[config.mk]
export PLATFORM = sky130hd
export DESIGN_NAME = flat_and_export_format_decoder
export DESIGN_NICKNAME = d
export VERILOG_FILES = /design/src/hw/flat_and_export_format_decoder.v
export VERILOG_INCLUDE_DIRS = /design/src /design/src/include
export SDC_FILE = /design/constraint.sdc
export NUM_CORES = 1
export LEC_CHECK = 0
export BUFFER_PORTS_ARGS = -buffer_cell sky130_fd_sc_hd__clkbuf_2
export CAP_MARGIN = 30
export CORE_ASPECT_RATIO = 1.2
export CORE_MARGIN = 4
export CORE_UTILIZATION = 40
export DETAILED_ROUTE_END_ITERATION = 16
export PLACE_DENSITY_LB_ADDON = 0.1
export SYNTH_ARGS = -nofsm -noshare
export SYNTH_HDL_FRONTEND = slang
export SYNTH_SLANG_ARGS = --single-unit
[constraint.sdc]
create_clock -name clk_in -period 1 [get_ports clk_in]
set_clock_uncertainty 0.2 [all_clocks]
set_input_delay 0 -clock clk_in [delete_from_list [all_inputs] [get_ports clk_in]]
set_output_delay 0 -clock clk_in [all_outputs]
set_load 0.05 [all_outputs]
[src/include/flat_export_consts.vh]
// field positions, codes and reset values for the flat and export word decoder
`ifndef FLAT_EXPORT_CONSTS_VH
`define FLAT_EXPORT_CONSTS_VH

// flat-format fields
`define OFS_HI 12
`define OFS_LO 0
`define OFS_FLAT_HI 11
`define SHARE_BIT 13
`define SEGMENT_HI 15
`define SEGMENT_LO 14
`define COHERENT_BIT 16
`define ADDR_HI 39
`define ADDR_LO 32
`define DATA_HI 47
`define DATA_LO 40
`define SCALAR_HI 54
`define SCALAR_LO 48
`define RETURN_HI 63
`define RETURN_LO 56

// segment codes
`define SEGMENT_FLAT 2'h0
`define SEGMENT_SCRATCH 2'h1
`define SEGMENT_GLOBAL 2'h2

// scalar field value that turns scalar addressing off
`define SCALAR_OFF 7'h7f

// export-format fields
`define EN_HI 3
`define EN_LO 0
`define PACKED_BIT 10
`define DONE_BIT 11
`define MASK_BIT 12
`define SRC0_HI 39
`define SRC0_LO 32
`define SRC1_HI 47
`define SRC1_LO 40
`define SRC2_HI 55
`define SRC2_LO 48
`define SRC3_HI 63
`define SRC3_LO 56

// legal packed enable values
`define EN_NONE 4'h0
`define EN_LOW 4'h3
`define EN_HIGH 4'hc
`define EN_ALL 4'hf

// export target classes
`define TGT_OTHER 2'h0
`define TGT_POSITION 2'h1
`define TGT_COLOR 2'h2

// reset values
`define RST_REG8 8'h00
`define RST_OFS 32'h0000_0000
`define RST_SCALAR 7'h7f

`endif

[src/hw/flat_and_export_format_decoder.v]
// field decoder for the flat memory format and the export format
`include "flat_export_consts.vh"
`default_nettype none

module flat_and_export_format_decoder (
    // clock and reset
    input wire clk_in,
    input wire rst_n_in,
    // instruction from issue
    input wire instr_valid_in,
    input wire export_format_in,
    input wire [63:0] instr_word_in,
    input wire [1:0] export_target_class_in,
    input wire pixel_shader_in,
    // common
    output wire decoded_valid_out,
    output wire export_decoded_out,
    // flat memory controls
    output wire [1:0] segment_select_out,
    output wire segment_flat_out,
    output wire segment_scratch_out,
    output wire segment_global_out,
    output wire segment_illegal_out,
    output wire any_aperture_out,
    output wire [31:0] offset_out,
    output wire local_share_transfer_out,
    output wire coherent_bypass_out,
    output wire [7:0] addr_low_register_out,
    output wire [7:0] addr_high_register_out,
    output wire addr_is_64bit_out,
    output wire addr_is_offset32_out,
    output wire addr_uses_vector_out,
    output wire [6:0] scalar_base_select_out,
    output wire scalar_enable_out,
    output wire scalar_is_address_out,
    output wire scalar_plus_vector_out,
    output wire [7:0] data_register_out,
    output wire [7:0] return_register_select_out,
    // export controls
    output wire packed_export_out,
    output wire [3:0] source_enable_out,
    output wire enable_illegal_out,
    output wire null_export_out,
    output wire export_done_out,
    output wire valid_mask_flag_out,
    output wire [7:0] export_source_zero_out,
    output wire [7:0] export_source_one_out,
    output wire [7:0] export_source_two_out,
    output wire [7:0] export_source_three_out
);

////////////////////////////////////////////////////////////////////////////////
// field slices of the incoming word

wire [1:0] segment_field = instr_word_in[`SEGMENT_HI:`SEGMENT_LO];
wire [12:0] ofs_field = instr_word_in[`OFS_HI:`OFS_LO];
wire [6:0] scalar_field = instr_word_in[`SCALAR_HI:`SCALAR_LO];
wire [7:0] addr_field = instr_word_in[`ADDR_HI:`ADDR_LO];
wire [3:0] en_field = instr_word_in[`EN_HI:`EN_LO];
wire packed_bit = instr_word_in[`PACKED_BIT];
wire is_flat = (segment_field == `SEGMENT_FLAT);
wire is_scratch = (segment_field == `SEGMENT_SCRATCH);
wire is_global = (segment_field == `SEGMENT_GLOBAL);
// flat ignores the scalar field whatever it holds
wire scalar_on = ~is_flat & (scalar_field != `SCALAR_OFF);

////////////////////////////////////////////////////////////////////////////////
// registers and next values

reg valid_reg;
reg valid_next;
reg export_reg;
reg export_next;
reg [1:0] segment_reg;
reg [1:0] segment_next;
reg flat_reg;
reg flat_next;
reg scratch_reg;
reg scratch_next;
reg global_reg;
reg global_next;
reg segment_bad_reg;
reg segment_bad_next;
reg any_ap_reg;
reg any_ap_next;
reg [31:0] ofs_reg;
reg [31:0] ofs_next;
reg share_reg;
reg share_next;
reg coherent_reg;
reg coherent_next;
reg [7:0] addr_lo_reg;
reg [7:0] addr_lo_next;
reg [7:0] addr_hi_reg;
reg [7:0] addr_hi_next;
reg addr64_reg;
reg addr64_next;
reg addr_ofs_reg;
reg addr_ofs_next;
reg addr_vec_reg;
reg addr_vec_next;
reg [6:0] scalar_sel_reg;
reg [6:0] scalar_sel_next;
reg scalar_en_reg;
reg scalar_en_next;
reg scalar_addr_reg;
reg scalar_addr_next;
reg scalar_sum_reg;
reg scalar_sum_next;
reg [7:0] data_reg;
reg [7:0] data_next;
reg [7:0] ret_reg;
reg [7:0] ret_next;
reg packed_reg;
reg packed_next;
reg [3:0] src_en_reg;
reg [3:0] src_en_next;
reg en_bad_reg;
reg en_bad_next;
reg null_reg;
reg null_next;
reg done_reg;
reg done_next;
reg mask_reg;
reg mask_next;
reg [7:0] src0_reg;
reg [7:0] src0_next;
reg [7:0] src1_reg;
reg [7:0] src1_next;
reg [7:0] src2_reg;
reg [7:0] src2_next;
reg [7:0] src3_reg;
reg [7:0] src3_next;

////////////////////////////////////////////////////////////////////////////////
// decode

// fields of the format not in use are forced to their reset values so that
// a consumer never sees stale controls from the other format
always @* begin
    valid_next = instr_valid_in;
    export_next = instr_valid_in & export_format_in;
    segment_next = 2'h0;
    flat_next = 1'b0;
    scratch_next = 1'b0;
    global_next = 1'b0;
    segment_bad_next = 1'b0;
    any_ap_next = 1'b0;
    ofs_next = `RST_OFS;
    share_next = 1'b0;
    coherent_next = 1'b0;
    addr_lo_next = `RST_REG8;
    addr_hi_next = `RST_REG8;
    addr64_next = 1'b0;
    addr_ofs_next = 1'b0;
    addr_vec_next = 1'b0;
    scalar_sel_next = `RST_SCALAR;
    scalar_en_next = 1'b0;
    scalar_addr_next = 1'b0;
    scalar_sum_next = 1'b0;
    data_next = `RST_REG8;
    ret_next = `RST_REG8;
    packed_next = 1'b0;
    src_en_next = 4'h0;
    en_bad_next = 1'b0;
    null_next = 1'b0;
    done_next = 1'b0;
    mask_next = 1'b0;
    src0_next = `RST_REG8;
    src1_next = `RST_REG8;
    src2_next = `RST_REG8;
    src3_next = `RST_REG8;
    if (instr_valid_in && !export_format_in) begin
        // one layout for all three variants, segment alone tells them apart
        segment_next = segment_field;
        flat_next = is_flat;
        scratch_next = is_scratch;
        global_next = is_global;
        segment_bad_next = ~(is_flat | is_scratch | is_global);
        // flat leaves aperture choice per lane to the memory pipe
        any_ap_next = is_flat;
        if (is_flat) begin
            ofs_next = {20'h00000, ofs_field[`OFS_FLAT_HI:0]};
        end else begin
            ofs_next = {{19{ofs_field[12]}}, ofs_field};
        end
        share_next = instr_word_in[`SHARE_BIT];
        coherent_next = instr_word_in[`COHERENT_BIT];
        addr_lo_next = addr_field;
        addr_hi_next = addr_field + 8'h01;
        scalar_sel_next = scalar_field;
        scalar_en_next = scalar_on;
        // scratch with scalar on needs no vector register at all
        scalar_addr_next = is_scratch & scalar_on;
        scalar_sum_next = is_global & scalar_on;
        addr_ofs_next = scalar_on & is_global;
        addr64_next = ~scalar_on;
        addr_vec_next = ~(is_scratch & scalar_on);
        data_next = instr_word_in[`DATA_HI:`DATA_LO];
        ret_next = instr_word_in[`RETURN_HI:`RETURN_LO];
    end
    if (instr_valid_in && export_format_in) begin
        // single operation: no opcode bits are looked at
        packed_next = packed_bit;
        if (packed_bit) begin
            src_en_next = {2'b00, en_field[2], en_field[0]};
            en_bad_next = (en_field != `EN_NONE) && (en_field != `EN_LOW) &&
                          (en_field != `EN_HIGH) && (en_field != `EN_ALL);
        end else begin
            src_en_next = en_field;
        end
        // an empty enable is legal only for a null pixel export; null_export_out is set for any empty enable whatever pixel_shader_in holds
        null_next = (en_field == `EN_NONE);
        done_next = instr_word_in[`DONE_BIT] &
                    ((export_target_class_in == `TGT_POSITION) |
                     (export_target_class_in == `TGT_COLOR));
        mask_next = instr_word_in[`MASK_BIT] & pixel_shader_in;
        src0_next = instr_word_in[`SRC0_HI:`SRC0_LO];
        src1_next = instr_word_in[`SRC1_HI:`SRC1_LO];
        src2_next = instr_word_in[`SRC2_HI:`SRC2_LO];
        src3_next = instr_word_in[`SRC3_HI:`SRC3_LO];
    end
end

////////////////////////////////////////////////////////////////////////////////
// output flops

always @(posedge clk_in or negedge rst_n_in) begin
    if (!rst_n_in) begin
        valid_reg <= 1'b0;
        export_reg <= 1'b0;
        segment_reg <= 2'h0;
        flat_reg <= 1'b0;
        scratch_reg <= 1'b0;
        global_reg <= 1'b0;
        segment_bad_reg <= 1'b0;
        any_ap_reg <= 1'b0;
        ofs_reg <= `RST_OFS;
        share_reg <= 1'b0;
        coherent_reg <= 1'b0;
        addr_lo_reg <= `RST_REG8;
        addr_hi_reg <= `RST_REG8;
        addr64_reg <= 1'b0;
        addr_ofs_reg <= 1'b0;
        addr_vec_reg <= 1'b0;
        scalar_sel_reg <= `RST_SCALAR;
        scalar_en_reg <= 1'b0;
        scalar_addr_reg <= 1'b0;
        scalar_sum_reg <= 1'b0;
        data_reg <= `RST_REG8;
        ret_reg <= `RST_REG8;
        packed_reg <= 1'b0;
        src_en_reg <= 4'h0;
        en_bad_reg <= 1'b0;
        null_reg <= 1'b0;
        done_reg <= 1'b0;
        mask_reg <= 1'b0;
        src0_reg <= `RST_REG8;
        src1_reg <= `RST_REG8;
        src2_reg <= `RST_REG8;
        src3_reg <= `RST_REG8;
    end else begin
        valid_reg <= valid_next;
        export_reg <= export_next;
        segment_reg <= segment_next;
        flat_reg <= flat_next;
        scratch_reg <= scratch_next;
        global_reg <= global_next;
        segment_bad_reg <= segment_bad_next;
        any_ap_reg <= any_ap_next;
        ofs_reg <= ofs_next;
        share_reg <= share_next;
        coherent_reg <= coherent_next;
        addr_lo_reg <= addr_lo_next;
        addr_hi_reg <= addr_hi_next;
        addr64_reg <= addr64_next;
        addr_ofs_reg <= addr_ofs_next;
        addr_vec_reg <= addr_vec_next;
        scalar_sel_reg <= scalar_sel_next;
        scalar_en_reg <= scalar_en_next;
        scalar_addr_reg <= scalar_addr_next;
        scalar_sum_reg <= scalar_sum_next;
        data_reg <= data_next;
        ret_reg <= ret_next;
        packed_reg <= packed_next;
        src_en_reg <= src_en_next;
        en_bad_reg <= en_bad_next;
        null_reg <= null_next;
        done_reg <= done_next;
        mask_reg <= mask_next;
        src0_reg <= src0_next;
        src1_reg <= src1_next;
        src2_reg <= src2_next;
        src3_reg <= src3_next;
    end
end

////////////////////////////////////////////////////////////////////////////////
// outputs

assign decoded_valid_out = valid_reg;
assign export_decoded_out = export_reg;
assign segment_select_out = segment_reg;
assign segment_flat_out = flat_reg;
assign segment_scratch_out = scratch_reg;
assign segment_global_out = global_reg;
assign segment_illegal_out = segment_bad_reg;
assign any_aperture_out = any_ap_reg;
assign offset_out = ofs_reg;
assign local_share_transfer_out = share_reg;
assign coherent_bypass_out = coherent_reg;
assign addr_low_register_out = addr_lo_reg;
assign addr_high_register_out = addr_hi_reg;
assign addr_is_64bit_out = addr64_reg;
assign addr_is_offset32_out = addr_ofs_reg;
assign addr_uses_vector_out = addr_vec_reg;
assign scalar_base_select_out = scalar_sel_reg;
assign scalar_enable_out = scalar_en_reg;
assign scalar_is_address_out = scalar_addr_reg;
assign scalar_plus_vector_out = scalar_sum_reg;
assign data_register_out = data_reg;
assign return_register_select_out = ret_reg;
assign packed_export_out = packed_reg;
assign source_enable_out = src_en_reg;
assign enable_illegal_out = en_bad_reg;
assign null_export_out = null_reg;
assign export_done_out = done_reg;
assign valid_mask_flag_out = mask_reg;
assign export_source_zero_out = src0_reg;
assign export_source_one_out = src1_reg;
assign export_source_two_out = src2_reg;
assign export_source_three_out = src3_reg;

endmodule

`default_nettype wire

==> results of run 1 <==
-- cells by family (layout without fill, tap and decap cells) --
| logic type | Yosys count | count (layout) |
|---|---|---|
| XOR/XNOR | 6 | 6 |
| AO/OA/AOI/OAI | 5 | 5 |
| buffers and inverters | 38 | 297 |
| multiplexers | 3 | 3 |
| adder cells (fa/ha/maj) | 1 | 1 |
| flip-flops | 108 | 108 |
| AND/OR/NAND/NOR | 120 | 120 |
-- synthesized netlist by cell type (3+ instances only) --
master    instances
dfrtp_1         101
buf_2             3
inv_1             4
and2_1           40
xor2_1            3
nand2b_1          8
dfstp_2           7
and3_1           39
nor2_1           13
buf_4            21
nand3_1           6
clkbuf_2          3
clkbuf_1          6
xnor2_1           3
-- metal layers --
| metal | track usage | wire, µm | vias to the layer above |
|---|---|---|---|
| met1 | 0.2336 | 4030 | 1488 |
| met2 | 0.3748 | 6396 | 131 |
| met3 | 0.06216 | 829 | 20 |
| met5 | 0 | 0 | - |
| li1 | - | - | 1393 |
| met4 | 0.1002 | 284 | 0 |
-- flip-flops by register name, indices dropped and copies added, names as in the netlist, 2 cells and up --
signal	flops
addr_high_register_out	8
offset_out	13
source_enable_out	4
scalar_base_select_out	7
export_source_one_out	8
export_source_three_out	8
addr_low_register_out	8
segment_select_out	2
export_source_two_out	8
data_register_out	8
return_register_select_out	8
export_source_zero_out	8
-- per-stage QoR --
stage / instances / setup slack, ps
2_1_floorplan: 281 / -82.83
3_3_place_gp: 585 / -84.14
3_5_place_dp: 585 / -129.5
4_1_cts: 660 / -426.1
5_1_grt: 660 / -470.7
6_report: 660 / -422.0
-- power breakdown --
| part | internal, µW | switching [µW] |
|---|---|---|
| sequential | 4540 | 120 |
| combinational | 998 | 1200 |
| clock | 1300 | 1370 |
-- cell type report --
type                            instances  area [µm²]
Clock buffer                           13       158.9
Clock inverter                          3       45.04
Fill cell                             510        1963
Inverter                                4       15.01
Multi-Input combinational cell        135       878.3
Sequential cell                       108        2718
Tap cell                              120       150.1
Timing Repair Buffer                  277        3248
-- final timing paths --
check | startpoint | endpoint | slack [ps] | cells past startpoint
max in group asynchronous | rst_n_in | scalar_base_select_out[5] | 240 | 3
hold / removal | instr_word_in[2] | null_export_out | -280 | 3
min in group asynchronous | rst_n_in | scalar_is_address_out | -130 | 2
setup / recovery | offset_out[30] | offset_out[21] | -420 | 2
-- what timing repair did --
item                       4_1_cts  5_1_grt
resized for setup              266      120
hold buffers                    56       22
setup endpoints to repair      129      227
buffers inserted                 3        0
cloned                           0        0
hold endpoints to repair       216       88
pin swaps                        0        3
==> summary.md, run 1 <==
| Metric | Value |
|---|---|
| WL final | `11540 µm` |
| Syn_nets | `353` |
| Leading cell type in the layout, fill and taps excluded | `buf_8` |
| Unique masters post-synth | `32` |
| Syn Inst Count | `281` |
| Post-synthesis adder-cell area fraction | `0.003296` |
| Nets | `607` |
| Initial core utilization | `0.4137` |
| Status | `complete, but fails checks` |
| Root Buffer | `clkbuf_8` |
| Number of flops mapped to enable cells by yosys | `0` |
| Die width | `96.93 µm` |
| Clock sinks | `108` |
| Iteration-0 DRC Markers | `90` |
| GP Congestion | `0.7662` |
| CP endpoint kind | `output port` |
| Syn Area/Cell | `13.51 µm²` |
| Top_reg_cell synth | `dfrtp_1` |
| Die Y-Extent | `114.7 µm` |
| DRC | `0` |
| XOR/XNOR Fraction of Synth Area | `0.01384` |
| Synth Area in Compound Gates | `0.008240` |
| CTS max path bufs | `2` |
| Vias | `3032` |
| Failing checks | `negative hold slack, negative setup slack` |
| Critical path buffer and inverter count | `2` |
| Drt pass-1 iters | `4` |
| First-pass GRT wire length | `18060 µm` |
| Post-synthesis sequential area ratio | `0.7142` |
| Post-Synth Simple-Gate Area | `0.1895` |
| Setup violators final | `176` |
| Yosys top cell area share | `0.6658` |
| Fmax | `0.7032 GHz` |
| Vias in the first global route | `3327` |
| Hold WS | `-283.9 ps` |
| RSZ-0062 raised after global routing | `true` |
| IO Port Bufs | `184` |
| DR WL/cell | `17.48 µm` |
| Antenna Cells | `0` |
| TritonCTS clock tree | `yes` |
| Largest net degree at the start of global routing | `27` |
| Setup Crit Path Kind | `register to output port` |
| Total power divided by cell area | `1321 nW/µm²` |
| Worst Path Max Fanout | `3` |
| Worst-path clk slew | `90 ps` |
| Mux cell area share after synthesis | `0.008570` |
| Dpl cell area | `5017 µm²` |
| Post-layout minimum cycle time | `1422 ps` |
| Worst path slowest cell | `dfrtp_4` |
| TritonCTS Buffers | `9` |
| Core Region | `9176 µm²` |
| Hpwl dp | `6889 µm` |
| Die area | `11120 µm²` |
| Final period utilization | `1.422` |
| Ranking of synthesized cells by area | `dfrtp_1 67%, and2_1 6.6%, and3_1 6.4%` |
| Synth Register Bits | `108` |
| Async S/R FF share, synth | `1.000` |
| Synth area leader | `dfrtp_1` |
| Share of layout cells above drive strength 1 | `0.4778` |
| Actual slew at the worst max-slew pin | `349.8 ps` |
| Worst setup SP type | `register` |
| CP delay by family, top | `flip-flops` |
| Htree depth | `3` |
| Gr usage total | `0.2110` |
| LEAKAGE | `0.003668 µW` |
| Vias per cell | `4.594` |
| Max-slew violations | `0` |
| Row count | `38` |
| Cell chain of the critical path | `buf_4, clkbuf_16` |
| Final Hold Vio Count | `53` |
| Worst setup margin | `-422.0 ps` |
| Arrival time at the worst endpoint | `1220 ps` |
| Fin util | `0.7861` |
| Routed Antenna Nets | `0` |
| Warnings from Yosys | `0` |
| Largest family of logic cells by synthesized area | `simple AND/OR/NAND/NOR gates` |
| Final Instance Area | `7213 µm²` |
| CP max stage delay | `510 ps` |
| Mapped Area | `3796 µm²` |
| Hold crit path type | `input port to register` |
| Setup TNS Final | `-29800 ps` |
| Total congestion overflow | `0` |
| Total chip power | `9527 µW` |
| Max-Cap Viols | `0` |
| Worst-case vdd ir drop | `0.0008397 V` |
| Rel. slew slack | `0.7660` |
| Area Overhead vs Synth | `90.01%` |
| Data required time of the worst path | `800 ps` |
| Initial antenna violation count | `0` |
| Number of I/O pins | `200` |
| Most frequent cells in the layout | `108 x buf_8, 98 x dfrtp_1, 55 x dlygate4sd3_1` |
No activity file was read; power rests on OpenSTA's default activity.
==> inputs of run 2 (changes only) <==
--- a/config.mk
+++ b/config.mk
@@ -10,7 +10,7 @@
 export CAP_MARGIN = 30
 export CORE_ASPECT_RATIO = 1.2
 export CORE_MARGIN = 4
-export CORE_UTILIZATION = 40
+export CORE_UTILIZATION = 45
 export DETAILED_ROUTE_END_ITERATION = 16
 export PLACE_DENSITY_LB_ADDON = 0.1
 export SYNTH_ARGS = -nofsm -noshare
==> constraint.sdc (replaced) <==
create_clock -name clk_in -period 1.49 [get_ports clk_in]
set_clock_uncertainty 0.2 [all_clocks]
set_input_delay 0 -clock clk_in [delete_from_list [all_inputs] [get_ports clk_in]]
set_output_delay 0 -clock clk_in [all_outputs]
set_load 0.05 [all_outputs]
==> summary.md, run 2 (same netlist as run 1, synthesis figures left out) <==
| Metric | Value |
|---|---|
| Status | `completed` |
| Root Buffer | `clkbuf_8` |
| TritonCTS clock tree | `yes` |
| WL final | `10270 µm` |
| Setup violators final | `0` |
| Largest net degree at the start of global routing | `50` |
| Worst-case vdd ir drop | `0.0006398 V` |
| Met3 wire length | `750 µm` |
| Max-slew violations | `0` |
| Most frequent cells in the layout | `177 x clkbuf_2, 100 x dfrtp_1, 100 x dlygate4sd3_1` |
| Top Metal Used | `met4` |
| Drt pass-1 iters | `4` |
| LEAKAGE | `0.003365 µW` |
| Clock sinks | `108` |
| Post-CTS setup buffers | `0` |
| DR WL/cell | `15.28 µm` |
| Vias per cell | `4.530` |
| IO Port Bufs | `184` |
| Data required time of the worst path | `1550 ps` |
| GP Congestion | `0.7515` |
| Total chip power | `5874 µW` |
| Worst path slowest cell | `dlygate4sd3_1` |
| TritonCTS Buffers | `9` |
| Share of layout cells above drive strength 1 | `0.4032` |
| Crit path top cell by count | `dlygate4sd3_1` |
| Hold crit path type | `input port to register` |
| Die Y-Extent | `108.6 µm` |
| CTS max path bufs | `2` |
| Core Region | `8153 µm²` |
| Iteration-0 DRC Markers | `136` |
| RSZ-0062 raised after global routing | `false` |
| Gr usage total | `0.2102` |
| Vias | `3044` |
| CP endpoint kind | `register` |
| Worst Path Max Fanout | `1` |
| Routed Antenna Nets | `0` |
| Die area | `9976 µm²` |
| CP max stage delay | `570 ps` |
| Final period utilization | `0.9783` |
| Antenna Cells | `0` |
| Fin util | `0.7282` |
| Fmax | `0.6860 GHz` |
| First-pass GRT wire length | `15900 µm` |
| Setup TNS Final | `0 ps` |
| Hold path depth | `4` |
| Pre-CTS WS | `269.8 ps` |
| Nets | `625` |
| Hpwl dp | `6413 µm` |
| Leading cell type in the layout, fill and taps excluded | `clkbuf_2` |
| Max reg flops | `13` |
| Hold WS | `25.01 ps` |
| HP Start | `export_format_in` |
| Total power divided by cell area | `989.3 nW/µm²` |
| Row count | `36` |
| Final Hold Vio Count | `0` |
| Rel. slew slack | `0.6404` |
| Max-Cap Viols | `0` |
| Total congestion overflow | `0` |
| Setup Crit Path Kind | `input port to register` |
| Worst-path clk slew | `100 ps` |
| Arrival time at the worst endpoint | `1520 ps` |
| Area Overhead vs Synth | `56.39%` |
| Met1 WL | `4139 µm` |
| Actual slew at the worst max-slew pin | `539.4 ps` |
| Initial core utilization | `0.4656` |
| Worst setup margin | `32.28 ps` |
| Initial antenna violation count | `0` |
| Number of I/O pins | `200` |
| Crit path launch | `export_target_class_in[0]` |
| Vias in the first global route | `3176` |
| Cell chain of the critical path | `dlygate4sd3_1, clkbuf_2, xor2_1, dlygate4sd3_1, and3_1` |
| Htree depth | `3` |
| DRC | `0` |
| Die width | `91.85 µm` |
| Worst setup SP type | `input port` |
| Met2 WL post-DR | `5255 µm` |
| Post-layout minimum cycle time | `1458 ps` |
-- run 2: cell types whose count changed in the layout (fill, tap and decap cells not counted), sizes merged --
cell / change
dlymetal6s4s: +1
buf: -132
clkinvlp: +2
clkinv: +2
bufinv: -1
clkbuf: +101
dlygate4sd3: +45
-- run 2: repair_timing --
action                                  CTS  global route
endpoints found under the setup margin   20            75
hold endpoints to repair                215             0
hold buffers                            101             0
resized for setup                         1             8
pin swaps                                 0             0
-- run 2: worst paths after layout --
check	slack [ps]	end
max in group asynchronous	120	scalar_base_select_out[0]
worst max-delay path	30	export_done_out
worst min-delay path	30	addr_low_register_out[3]
min in group asynchronous	390	data_register_out[1]
-- run 2: report_power, final --
group / switching [µW] / internal (µW)
Combinational: 779 / 392
Clock: 977 / 647
Sequential: 35.2 / 3040
-- run 2: area by class of cell --
cell class / count / area (µm²)
fillers: 583 / 2216
clock inverters: 6 / 40.04
well taps: 114 / 142.6
inverters: 4 / 15.01
flip-flops and latches: 108 / 2713
repair buffers: 295 / 2041
multi-input cells: 135 / 848.3
clock buffers: 10 / 137.6
-- run 2: per-layer routing --
layer  vias to the layer above  GRT usage
met4                         0    0.07537
met2                       118     0.3674
met3                        10    0.06004
met5                         -          0
met1                      1490     0.2492
li1                       1426          -
-- run 2: worst max-delay path, delay by kind of cell --
| kind | cells | cell delay (ps) |
|---|---|---|
| buffers and inverters | 3 | 1220 |
| and+or+nand+nor | 1 | 180 |
| xor gates and xnor gates | 1 | 130 |
-- run 2: per-stage QoR --
step           area, µm²  instances
2_1_floorplan       3796        281
3_3_place_gp        4741        555
3_5_place_dp        4741        555
4_1_cts             5931        672
5_1_grt             5937        672
6_report            5937        672
